### config.mk
export PLATFORM = sky130hd
export DESIGN_NAME = fbspc_pin_ctrl
export DESIGN_NICKNAME = d
export VERILOG_FILES = /design/src/rtl/fbspc_pkg.sv /design/src/rtl/fbspc_pin_ctrl.sv
export SDC_FILE = /design/constraint.sdc
export NUM_CORES = 1
export LEC_CHECK = 0
export BUFFER_PORTS_ARGS = -buffer_cell sky130_fd_sc_hd__clkbuf_2
export CAP_MARGIN = 10
export CORE_ASPECT_RATIO = 0.7
export CORE_MARGIN = 2
export CORE_UTILIZATION = 30
export DETAILED_ROUTE_END_ITERATION = 10
export GPL_TIMING_DRIVEN = 0
export SETUP_SLACK_MARGIN = 0.02
export SLEW_MARGIN = 20
export SYNTH_ARGS = -nofsm -noshare
export SYNTH_HDL_FRONTEND = slang
export SYNTH_SLANG_ARGS = --single-unit
### constraint.sdc
create_clock -name clk -period 5.3 [get_ports clk]
set_clock_uncertainty 0.05 [all_clocks]
set_input_delay 0.53 -clock clk [delete_from_list [all_inputs] [get_ports clk]]
set_output_delay 0.53 -clock clk [all_outputs]
set_load 0.1 [all_outputs]
### src/rtl/fbspc_pkg.sv
/*
  Shared constants and carrier types for the fieldbus slave pin-control block.
  Assumes a single 100 MHz core clock; strap nominal rates are 24 or 48 MHz.
*/
package fbspc_pkg;
  // Sync vector bit positions
  localparam int SY_F48  = 0;
  localparam int SY_EEP  = 1;
  localparam int SY_TYP  = 2;
  localparam int SY_ACA  = 7;
  localparam int SY_TMA  = 8;
  localparam int SY_TMB  = 9;
  localparam int SY_DI   = 10;
  localparam int SY_DIAG = 11;
  localparam int SY_W    = 19;

  // Timing
  localparam int CLK_PERIOD_NS   = 10;
  localparam int NOM_24_KHZ      = 24000;
  localparam int NOM_48_KHZ      = 48000;
  localparam int PERIPH_CLK_KHZ  = 500;
  localparam int HALF_24         = NOM_24_KHZ / (2 * PERIPH_CLK_KHZ);
  localparam int HALF_48         = NOM_48_KHZ / (2 * PERIPH_CLK_KHZ);
  localparam int CONS_LEAD_NS    = 100;
  localparam int CONS_LEAD_CYC   = (CONS_LEAD_NS + CLK_PERIOD_NS - 1) / CLK_PERIOD_NS;
  localparam int WORD_BITS       = 16;

  // Baud codes: 0 is 9.6 kBd ... 8 is 6 MBd, 9 is 12 MBd
  localparam logic [3:0] BAUD_6M  = 4'h8;
  localparam logic [3:0] BAUD_12M = 4'h9;

  // Reset values
  localparam logic       RST_NORMAL = 1'b0;
  localparam logic       RST_UNLOCK = 1'b1;

  typedef enum logic [1:0] {
    FBSPC_IDLE   = 2'b00,
    FBSPC_SELECT = 2'b01,
    FBSPC_SHIFT  = 2'b11,
    FBSPC_DONE   = 2'b10
  } fbspc_fsm_t;

  typedef struct packed {
    logic [2:0] num_ports;
    logic       dir_out;
    logic       consistent;
    logic       ext_diag;
  } fbspc_port_cfg_t;

  typedef struct packed {
    logic       clk;
    logic       sel;
    logic       data_load;
  } fbspc_periph_t;
endpackage : fbspc_pkg

### src/rtl/fbspc_pin_ctrl.sv
/*
  Pin-control block of a fieldbus I/O slave: strap capture, indicators,
  consistency pre-announce and the four-wire EEPROM / shift-register engine.
  Assumes straps and pins are asynchronous; request pulses come from logic on clk.
*/
`timescale 1ns/10ps
module fbspc_pin_ctrl (
  input  wire logic                       clk,
  input  wire logic                       rst_b,
  input  wire logic                       clock_freq_select,
  input  wire logic                       memory_or_shiftreg_select,
  input  wire logic [4:0]                 port_type_strap,
  input  wire logic                       addr_change_allowed,
  input  wire logic                       test_mode_in_a,
  input  wire logic                       test_mode_in_b,
  input  wire logic [7:0]                 diag_port_in,
  input  wire logic                       periph_data_in,
  input  wire logic                       wd_timeout,
  input  wire logic                       prm_valid,
  input  wire logic                       prm_broadcast,
  input  wire logic [6:0]                 destination_address,
  input  wire logic [6:0]                 station_address,
  input  wire logic [3:0]                 baud_code,
  input  wire logic                       rd_req,
  input  wire logic                       wr_req,
  input  wire logic                       addr_lock,
  input  wire logic [15:0]                wr_word,
  input  wire logic                       cons_req,
  output logic                            straps_valid,
  output logic                            freq_is_48,
  output logic                            eeprom_mode,
  output fbspc_pkg::fbspc_port_cfg_t      port_cfg,
  output logic                            baud_ok,
  output logic                            test_mode_fault,
  output logic                            diag_error_out,
  output logic                            normal_operation_out,
  output logic                            periph_clock_out,
  output logic                            periph_select_out,
  output logic                            periph_data_or_load_out,
  output logic                            busy,
  output logic                            wr_refused,
  output logic [15:0]                     rd_word,
  output logic                            rd_done,
  output logic                            consistency_preannounce,
  output logic                            cons_go
);

  typedef struct packed {
    logic [fbspc_pkg::SY_W-1:0] sy1;
    logic [fbspc_pkg::SY_W-1:0] sy2;
    logic [fbspc_pkg::SY_W-1:0] sy3;
    logic [fbspc_pkg::SY_W-1:0] filt;
    logic [1:0]                 init_cnt;
    logic                       cap_done;
    logic                       f48;
    logic                       eep;
    logic [4:0]                 typ;
    logic                       diag_err;
    logic                       normal;
    logic                       unlock;
    fbspc_pkg::fbspc_fsm_t      fsm;
    logic [7:0]                 tick_cnt;
    fbspc_pkg::fbspc_periph_t   pin;
    logic                       wr_op;
    logic [4:0]                 bit_cnt;
    logic [15:0]                sh;
    logic [15:0]                rd_data;
    logic                       rd_done;
    logic                       refused;
    logic [7:0]                 cons_cnt;
    logic                       cons_o;
    logic                       cons_go;
  } fbspc_state_t;

  fbspc_state_t st_r;
  fbspc_state_t st_nxt;
  logic         tick;
  logic [7:0]   half_cnt;
  logic [fbspc_pkg::SY_W-1:0] raw;

  // Port layout decode, drives the port_cfg output
  function automatic fbspc_pkg::fbspc_port_cfg_t fbspc_decode(input logic [4:0] t);
    fbspc_pkg::fbspc_port_cfg_t c;
    c.num_ports  = 3'({1'b0, t[1:0]}) + 3'h1;
    c.dir_out    = t[2];
    c.consistent = t[3];
    c.ext_diag   = t[4];
    return c;
  endfunction : fbspc_decode

  // Highest rate needs the 48 MHz clock
  function automatic logic fbspc_baud_ok(input logic [3:0] code, input logic f48);
    return (code <= fbspc_pkg::BAUD_6M) || (code == fbspc_pkg::BAUD_12M && f48);
  endfunction : fbspc_baud_ok

  assign raw = {diag_port_in, periph_data_in, test_mode_in_b, test_mode_in_a, addr_change_allowed,
                port_type_strap, memory_or_shiftreg_select, clock_freq_select};

  // Divider reload follows the captured frequency strap
  assign half_cnt = st_r.f48 ? 8'(fbspc_pkg::HALF_48) : 8'(fbspc_pkg::HALF_24);
  assign tick     = (st_r.tick_cnt == 8'h00);

  // Next-state logic
  always_comb
  begin
    st_nxt         = st_r;
    st_nxt.rd_done = 1'b0;
    st_nxt.refused = 1'b0;
    st_nxt.cons_go = 1'b0;
    // Three-stage sync; filtered value moves only when stages two and three agree
    st_nxt.sy1 = raw;
    st_nxt.sy2 = st_r.sy1;
    st_nxt.sy3 = st_r.sy2;
    for (int i = 0; i < fbspc_pkg::SY_W; i++)
    begin
      if (st_r.sy2[i] == st_r.sy3[i])
        st_nxt.filt[i] = st_r.sy2[i];
    end
    // Straps latched once from this edge's filter value; the registered copy still holds reset
    if (!st_r.cap_done)
    begin
      if (st_r.init_cnt == 2'h3)
      begin
        st_nxt.cap_done = 1'b1;
        st_nxt.f48      = st_nxt.filt[fbspc_pkg::SY_F48];
        st_nxt.eep      = st_nxt.filt[fbspc_pkg::SY_EEP];
        st_nxt.typ      = st_nxt.filt[fbspc_pkg::SY_TYP +: 5];
      end
      else
        st_nxt.init_cnt = st_r.init_cnt + 2'h1;
    end
    st_nxt.diag_err = ~&st_r.filt[fbspc_pkg::SY_DIAG +: 8];
    // Set wins over a same-cycle watchdog clear
    if (prm_valid && !prm_broadcast && destination_address == station_address)
      st_nxt.normal = 1'b1;
    else if (wd_timeout)
      st_nxt.normal = 1'b0;
    // Consistency lead: output stands for a fixed lead, then the access strobe
    if (st_r.cons_o)
    begin
      if (st_r.cons_cnt == 8'h01)
      begin
        st_nxt.cons_o  = 1'b0;
        st_nxt.cons_go = 1'b1;
      end
      st_nxt.cons_cnt = st_r.cons_cnt - 8'h01;
    end
    else if (cons_req && st_r.cap_done)
    begin
      st_nxt.cons_o   = 1'b1;
      st_nxt.cons_cnt = 8'(fbspc_pkg::CONS_LEAD_CYC);
    end
    // Bit-rate divider, free running while an operation is in progress
    if (st_r.fsm == fbspc_pkg::FBSPC_IDLE || tick)
      st_nxt.tick_cnt = half_cnt - 8'h01;
    else
      st_nxt.tick_cnt = st_r.tick_cnt - 8'h01;
    // Peripheral engine
    unique case (st_r.fsm)
      fbspc_pkg::FBSPC_IDLE:
      begin
        if (st_r.cap_done && rd_req)
        begin
          st_nxt.fsm   = fbspc_pkg::FBSPC_SELECT;
          st_nxt.wr_op = 1'b0;
          st_nxt.pin.sel       = 1'b1;
          st_nxt.pin.data_load = !st_r.eep;
        end
        else if (st_r.cap_done && wr_req)
        begin
          // Lock bypass only with a memory fitted; strap pin is dead otherwise
          if (st_r.eep && (!addr_lock || st_r.unlock || st_r.filt[fbspc_pkg::SY_ACA]))
          begin
            st_nxt.fsm     = fbspc_pkg::FBSPC_SELECT;
            st_nxt.wr_op   = 1'b1;
            st_nxt.sh      = wr_word;
            st_nxt.unlock  = 1'b0;
            st_nxt.pin.sel = 1'b1;
          end
          else
            st_nxt.refused = 1'b1;
        end
      end
      fbspc_pkg::FBSPC_SELECT:
      begin
        if (tick)
        begin
          st_nxt.fsm           = fbspc_pkg::FBSPC_SHIFT;
          st_nxt.bit_cnt       = 5'h00;
          st_nxt.pin.data_load = st_r.eep && st_r.wr_op && st_r.sh[15];
        end
      end
      fbspc_pkg::FBSPC_SHIFT:
      begin
        if (tick && !st_r.pin.clk)
        begin
          st_nxt.pin.clk = 1'b1;
          if (!st_r.wr_op)
            st_nxt.sh = {st_r.sh[14:0], st_r.filt[fbspc_pkg::SY_DI]};
        end
        else if (tick)
        begin
          st_nxt.pin.clk = 1'b0;
          st_nxt.bit_cnt = st_r.bit_cnt + 5'h01;
          if (st_r.wr_op)
          begin
            st_nxt.sh            = {st_r.sh[14:0], 1'b0};
            st_nxt.pin.data_load = st_r.sh[14];
          end
          if (st_r.bit_cnt == 5'(fbspc_pkg::WORD_BITS - 1))
          begin
            st_nxt.fsm           = fbspc_pkg::FBSPC_DONE;
            st_nxt.pin.data_load = 1'b0;
          end
        end
      end
      fbspc_pkg::FBSPC_DONE:
      begin
        st_nxt.fsm     = fbspc_pkg::FBSPC_IDLE;
        st_nxt.pin.sel = 1'b0;
        if (!st_r.wr_op)
        begin
          st_nxt.rd_data = st_r.sh;
          st_nxt.rd_done = 1'b1;
        end
      end
    endcase
  end

  // State register; constants only under reset
  always_ff @(posedge clk or negedge rst_b)
  begin
    if (!rst_b)
    begin
      st_r        <= '0;
      st_r.normal <= fbspc_pkg::RST_NORMAL;
      st_r.unlock <= fbspc_pkg::RST_UNLOCK;
      st_r.fsm    <= fbspc_pkg::FBSPC_IDLE;
    end
    else
      st_r <= st_nxt;
  end

  assign straps_valid            = st_r.cap_done;
  assign freq_is_48              = st_r.f48;
  assign eeprom_mode             = st_r.eep;
  assign port_cfg                = fbspc_decode(st_r.typ);
  assign baud_ok                 = fbspc_baud_ok(baud_code, st_r.f48);
  assign test_mode_fault         = !(st_r.filt[fbspc_pkg::SY_TMA] && st_r.filt[fbspc_pkg::SY_TMB]);
  assign diag_error_out          = st_r.diag_err;
  assign normal_operation_out    = st_r.normal;
  assign periph_clock_out        = st_r.pin.clk;
  assign periph_select_out       = st_r.pin.sel;
  assign periph_data_or_load_out = st_r.pin.data_load;
  assign busy                    = (st_r.fsm != fbspc_pkg::FBSPC_IDLE);
  assign wr_refused              = st_r.refused;
  assign rd_word                 = st_r.rd_data;
  assign rd_done                 = st_r.rd_done;
  assign consistency_preannounce = st_r.cons_o;
  assign cons_go                 = st_r.cons_go;

  // Helper counts; long spans are counted since deep repetitions get unrolled
  logic [7:0]  lead_cnt_r;
  logic [10:0] busy_cnt_r;
  always_ff @(posedge clk or negedge rst_b)
  begin
    if (!rst_b)
      {lead_cnt_r, busy_cnt_r} <= 19'h00000;
    else
    begin
      lead_cnt_r <= consistency_preannounce ? lead_cnt_r + 8'h01 : 8'h00;
      busy_cnt_r <= busy ? busy_cnt_r + 11'h001 : 11'h000;
    end
  end
endmodule : fbspc_pin_ctrl

==> results of run 1 <==
## cell usage after synthesis (2+ instances only)
master    count
clkbuf_1      7
dfrtp_1     151
nand2b_1      7
nand3b_1      2
nor3b_1       2
nand3_1       6
nor4_1        2
nor3_1        2
nor2b_1       3
a21oi_1       6
and2_1        2
and3_1        2
mux2i_1       4
a21boi_0      2
o31ai_1       2
ha_1          8
inv_1        12
o21ai_0      14
xnor2_1       5
or2_2         2
mux2_2       44
buf_4        19
nand4_1       9
nor4b_1       2
o41ai_1       2
maj3_1       19
xor2_1       10
nand2_1      22
mux2_4       10
o21a_1        3
nor2_1       14
## report_power, final
part	total [mW]	leakage, nW	internal [mW]	switching (mW)
logic	0.310	1.28	0.114	0.196
clock network	1.27	0.298	0.802	0.472
registers	1.34	1.84	1.26	0.0819
total	2.92	3.42	2.17	0.750
## metrics by stage
stage	power, mW	worst slack, ns	std cells	hold WS, ns
floorplan	1.57	1.41	411	0.184
global placement	1.65	1.17	773	0.282
detailed placement	1.68	2.93	774	0.286
CTS	2.98	2.90	806	0.0324
global route	3.07	2.76	806	0.0466
finish	2.92	2.93	806	0.0263
## worst max-delay path by stage
stage | to | cells past startpoint | from
2_1_floorplan | baud_ok | 2 | freq_is_48$_DFFE_PN0P_
3_3_place_gp | rd_done$_DFF_PN0_ | 1 | rst_b
3_5_place_dp | st_r[42]$_DFFE_PN0P_ | 7 | st_r[53]$_DFF_PN0_
4_1_cts | st_r[42]$_DFFE_PN0P_ | 7 | st_r[53]$_DFF_PN0_
5_1_grt | st_r[42]$_DFFE_PN0P_ | 7 | st_r[53]$_DFF_PN0_
6_report | st_r[42]$_DFFE_PN0P_ | 7 | st_r[53]$_DFF_PN0_
## layout make-up
cell class	count	area share [%]
flip-flops and latches	152	51.9
inverters	12	0.614
clock buffers	21	6.14
multi-input cells	219	24.7
plain buffers	28	2.65
well taps	264	4.51
clock inverters	11	2.34
repair buffers	99	7.19
## cells by family after synthesis
family / after synthesis / synth area share (%)
XOR/XNOR: 15 / 2.24
buffers and inverters: 40 / 4.08
AO/OA/AOI/OAI: 35 / 4.06
AND/OR/NAND/NOR: 84 / 7.91
adder cells (fa/ha/maj): 27 / 4.96
flip-flops: 152 / 65.0
multiplexers: 58 / 11.7
## state kept, by name, summed over array words and instances, names as in the netlist
signal,cells
diag_error_out,1
consistency_preannounce,1
port_cfg,3
eeprom_mode,1
periph_clock_out,1
cons_go,1
st_nxt,38
periph_select_out,1
straps_valid,1
st_r,83
rd_word,16
rd_done,1
wr_refused,1
freq_is_48,1
normal_operation_out,1
periph_data_or_load_out,1
## worst max-delay path: cells and delay by family (launching register included)
family,cells,cell delay [ns]
buffers and inverters,2,0.31
and+or+nand+nor,2,0.49
AOI/OAI and AO/OA,1,0.54
adders and majority gates,1,0.15
DFF,1,0.40
muxes,1,0.30
## per-layer routing
metal / share of wire, % / vias to the layer above / track usage (%)
li1: - / 1638 / -
met1: 47 / 1716 / 14.6
met2: 46 / 80 / 16.9
met3: 5.6 / 14 / 4.08
met4: 1.3 / 0 / 4.13
met5: 0 / - / 0
==> impl_metrics.env, run 1 <==
export IMPL_status="completed"
export IMPL_fin_crit_ns=2.37
export IMPL_drive_gt1_share_pct=39.3
export IMPL_crit_chain="inv_1 -> ha_1 -> nor3b_2 -> nand2_2 -> o32ai_4 -> buf_12 -> mux2_4"
export IMPL_reg2reg_to="st_r[42]$_DFFE_PN0P_"
export IMPL_syn_inst=411
export IMPL_die_area_um2=20700
export IMPL_cts_root_buf="clkbuf_16"
export IMPL_register_area_um2=3800
export IMPL_rows=42
export IMPL_vias=3448
export IMPL_drcViolationCount=0
export IMPL_clkTransAtPathRegs_ns=0.06
export IMPL_drt_wl_total_mm=10.5
export IMPL_reg2regPathDepth=7
export IMPL_gp_congestion=0.719
export IMPL_slew_headroom_pct=51.3
export IMPL_synth_area_top_cells="dfrtp_1 (65%), mux2_2 (8.5%), maj3_1 (3.2%)"
export IMPL_path_class="flip-flop to flip-flop"
export IMPL_fp_coreArea_um2=19000
export IMPL_required_ns=5.54
export IMPL_multiInputGateArea_um2=1810
export IMPL_cts_tree="yes"
export IMPL_synth_edff_count=0
export IMPL_overflow=0
export IMPL_nFillCells=1850
export IMPL_synthFlopType="dfrtp_1"
export IMPL_grt_pass1_wl_mm=17.8
export IMPL_ys_warnings_count=0
export IMPL_peakVddDrop_v=0.000201
export IMPL_slowest_delay_ns=0.54
export IMPL_initial_utilization_pct=30.8
export IMPL_finalInstanceArea_um2=7330
export IMPL_drt_iter0_drc=173
export IMPL_final_core_util_pct=38.5
export IMPL_worstHoldPathType="input pin to async pin"
export IMPL_grt_util_all_layers_pct=11.1
export IMPL_yosysSeqAreaShare_pct=65.0
export IMPL_hpwlAfterDp_mm=7.35
export IMPL_dieHeight_um=121
export IMPL_leakagePower_nw=3.42
export IMPL_synth_cell_types=47
export IMPL_path_max_fanout=10
export IMPL_synth_largest_area_cell="dfrtp_1"
export IMPL_report_final_slew_viol_count=0
export IMPL_reg2reg_from="st_r[53]$_DFF_PN0_"
export IMPL_start_kind="flip-flop"
export IMPL_cts_setup_buffers=0
export IMPL_antenna_found_initial=0
export IMPL_post_cts_resize_count=0
export IMPL_syn_area_per_cell_um2=14.2
export IMPL_vias_per_cell=4.28
export IMPL_nets=599
export IMPL_synthesis_nets=481
export IMPL_grt_max_degree=94
export IMPL_cp_slowest_cell="o32ai_4"
export IMPL_setup_tns_ns=0
export IMPL_setup_viol=0
export IMPL_cts_buffers=17
export IMPL_cellPowerDensity_nw_per_um2=399
export IMPL_routedWlPerCell_um=13.0
export IMPL_fmax_ghz=0.423
export IMPL_ios=99
export IMPL_final_cell_mix="dfrtp_1 (151), clkbuf_2 (97), mux2_2 (44), nand2_1 (22)"
export IMPL_tightestPinTransition_ns=0.728
export IMPL_syn_to_final_growth_pct=25.3
export IMPL_final_common_cell="dfrtp_1"
export IMPL_cp_arrival_ns=2.61
export IMPL_reg2reg_setup_slack_ns=2.93
export IMPL_end_kind="flip-flop"
export IMPL_grt_pass1_vias=3578
export IMPL_htreeDepth=4
export IMPL_hold_viol=0
export IMPL_cap_viol_max_count=0
export IMPL_clock_path_buffers=2
export IMPL_syn_area_um2=5850
export IMPL_cts_sinks=152
export IMPL_synth_top_area_share_pct=64.6
export IMPL_clkLatencyLatePin_ns=0.42
export IMPL_die_width_um=171
export IMPL_rsz0062_at_grt="no"
export IMPL_ant_nets=0
export IMPL_finalCritPeriodShare_pct=44.6
export IMPL_async_flop_share_pct=100
export IMPL_port_buffers=98
export IMPL_n_antenna_cell=0
export IMPL_cts_hold_buffers=0
export IMPL_ys_seq_elements=152
export IMPL_dr_pass1_iters=4
export IMPL_place_area_um2=6710
(Power assumes the default switching activity.)
==> run 2, diff against run 1 <==
clock period = 2.3 ns   (was 5.3 ns; I/O delays follow)
==> run 2 against run 1 <==
Worst hold slack better by 0.0063 ns. Cell count is 3.0% higher. Sequential cell count stayed put. Combinational power is 150% higher. Largest power group unchanged.
==> impl_metrics.env, run 2 (synthesis results as in run 1) <==
export IMPL_largest_register="st_r"
export IMPL_crit_path_end="st_r[41]$_DFFE_PN0P_"
export IMPL_required_ns=2.55
export IMPL_gp_congestion=0.734
export IMPL_die_width_um=171
export IMPL_vias_per_cell=4.32
export IMPL_dr_pass1_iters=4
export IMPL_grt_pass1_vias=3861
export IMPL_tightestPinTransition_ns=0.577
export IMPL_rows=42
export IMPL_finalInstanceArea_um2=7540
export IMPL_leakagePower_nw=3.50
export IMPL_largest_reg_flops=83
export IMPL_reg2reg_to="st_r[41]$_DFFE_PN0P_"
export IMPL_port_buffers=98
export IMPL_ant_nets=0
export IMPL_die_area_um2=20700
export IMPL_cts_sinks=152
export IMPL_crit_family="simple AND/OR/NAND/NOR gates"
export IMPL_worst_path_buf_inv=1
export IMPL_nets=624
export IMPL_peakVddDrop_v=0.000385
export IMPL_cts_root_buf="clkbuf_16"
export IMPL_hpwlAfterDp_mm=7.49
export IMPL_reg2reg_from="st_r[59]$_DFF_PN0_"
export IMPL_crit_chain="nor4_4 -> nand2_2 -> o32ai_4 -> buf_12 -> mux2_4"
export IMPL_setup_tns_ns=0
export IMPL_cp_slowest_cell="nor4_4"
export IMPL_min_from="cons_req"
export IMPL_cp_depth=5
export IMPL_clkLatencyLatePin_ns=0.42
export IMPL_status="completed"
export IMPL_reg2regPathDepth=5
export IMPL_path_max_fanout=10
export IMPL_grt_max_degree=82
export IMPL_cts_tree="yes"
export IMPL_ios=99
export IMPL_drive_gt1_share_pct=39.0
export IMPL_vias=3588
export IMPL_final_core_util_pct=39.6
export IMPL_report_final_slew_viol_count=0
export IMPL_dieHeight_um=121
export IMPL_n_antenna_cell=0
export IMPL_fmax_ghz=0.466
export IMPL_finalCritPeriodShare_pct=93.4
export IMPL_drt_iter0_drc=111
export IMPL_initial_utilization_pct=30.8
export IMPL_overflow=0
export IMPL_drcViolationCount=0
export IMPL_fin_crit_ns=2.15
export IMPL_register_area_um2=3810
export IMPL_hold_viol=0
export IMPL_htreeDepth=4
export IMPL_met2_usage_pct=18.4
export IMPL_met3_usage_pct=4.34
export IMPL_multiInputGateArea_um2=1830
export IMPL_rsz0062_at_grt="no"
export IMPL_cap_viol_max_count=0
export IMPL_final_common_cell="dfrtp_1"
export IMPL_busiest_layer="met2"
export IMPL_clkTransAtPathRegs_ns=0.06
export IMPL_setup_viol=0
export IMPL_slew_headroom_pct=61.5
export IMPL_path_class="flip-flop to flip-flop"
export IMPL_end_kind="flip-flop"
export IMPL_routedWlPerCell_um=13.1
export IMPL_final_cell_mix="dfrtp_1 (149), clkbuf_2 (98), mux2_2 (44), nand2_1 (22), dlygate4sd3_1 (22)"
export IMPL_reg2reg_setup_slack_ns=0.15
export IMPL_clock_path_buffers=2
export IMPL_cellPowerDensity_nw_per_um2=856
export IMPL_worstHoldPathType="input pin to flip-flop"
export IMPL_final_cells=830
export IMPL_cts_buffers=17
export IMPL_fp_coreArea_um2=19000
export IMPL_start_kind="flip-flop"
export IMPL_syn_to_final_growth_pct=28.8
export IMPL_grt_util_all_layers_pct=11.6
export IMPL_antenna_found_initial=1
export IMPL_place_area_um2=6730
export IMPL_critPathLaunch="st_r[59]$_DFF_PN0_"
export IMPL_use_met1_pct=14.4
export IMPL_dp_cells=774
export IMPL_grt_pass1_wl_mm=18.5
export IMPL_slowest_delay_ns=0.44
export IMPL_nFillCells=1811
export IMPL_cp_arrival_ns=2.40
export IMPL_drt_wl_total_mm=10.9
run 2: layout make-up:
| class | instances | share of cell area, % |
|---|---|---|
| flip-flops and latches | 152 | 50.5 |
| multi-input cells | 219 | 24.3 |
| clock inverters | 11 | 1.34 |
| plain buffers | 28 | 2.59 |
| inverters | 12 | 0.598 |
| repair buffers | 124 | 10.4 |
| clock buffers | 20 | 5.93 |
| well taps | 264 | 4.38 |
run 2: worst reg2reg max path, cell delays in order, from the launching register on:
cell and delay (ns):
dfrtp_1 0.42, nor4_4 0.44, nand2_2 0.18, o32ai_4 0.43, buf_12 0.20, mux2_4 0.31
run 2: worst min path at each step:
stage | end | slack, ns | cells past startpoint
global route | st_r[3]$_DFFE_PN0P_ | 0.04 | 3
global placement | st_nxt[106]$_DFF_PN0_ | 0.28 | 0
finish | st_r[3]$_DFFE_PN0P_ | 0.03 | 3
detailed placement | st_r[2]$_DFFE_PN0P_ | 0.22 | 1
floorplan | cons_go$_DFF_PN0_ | -0.12 | 0
CTS | st_r[3]$_DFFE_PN0P_ | 0.01 | 3
run 2: stage by stage:
stage | power [mW] | worst slack (ns) | hold WS (ns)
after floorplan | 3.62 | 0.0345 | -0.116
after global placement | 3.82 | -1.83 | 0.282
after detailed placement | 3.88 | -0.105 | 0.224
after CTS | 6.56 | 0.0769 | 0.0139
after global routing | 6.79 | 0.0371 | 0.0418
final | 6.46 | 0.152 | 0.0326
run 2: per-layer routing:
metal | up-vias | routed length (µm)
li1 | 1691 | -
met1 | 1808 | 5050
met2 | 78 | 5110
met3 | 11 | 592
met4 | 0 | 133
met5 | - | 0
run 2: where the power goes:
| group | leakage (nW) | total [mW] | switching, mW | internal [mW] |
|---|---|---|---|---|
| Combinational | 1.40 | 0.760 | 0.470 | 0.290 |
| Sequential | 1.84 | 3.09 | 0.194 | 2.90 |
| Clock | 0.258 | 2.60 | 1.09 | 1.51 |
| Total | 3.50 | 6.46 | 1.76 | 4.70 |
run 2: what timing repair did:
action                                  CTS  global route
pin swaps                                 1             2
hold buffers                             22             0
gates resized for setup                   1             3
endpoints found under the hold margin    92             0
endpoints found under the setup margin   21            16
setup buffers                             1             2
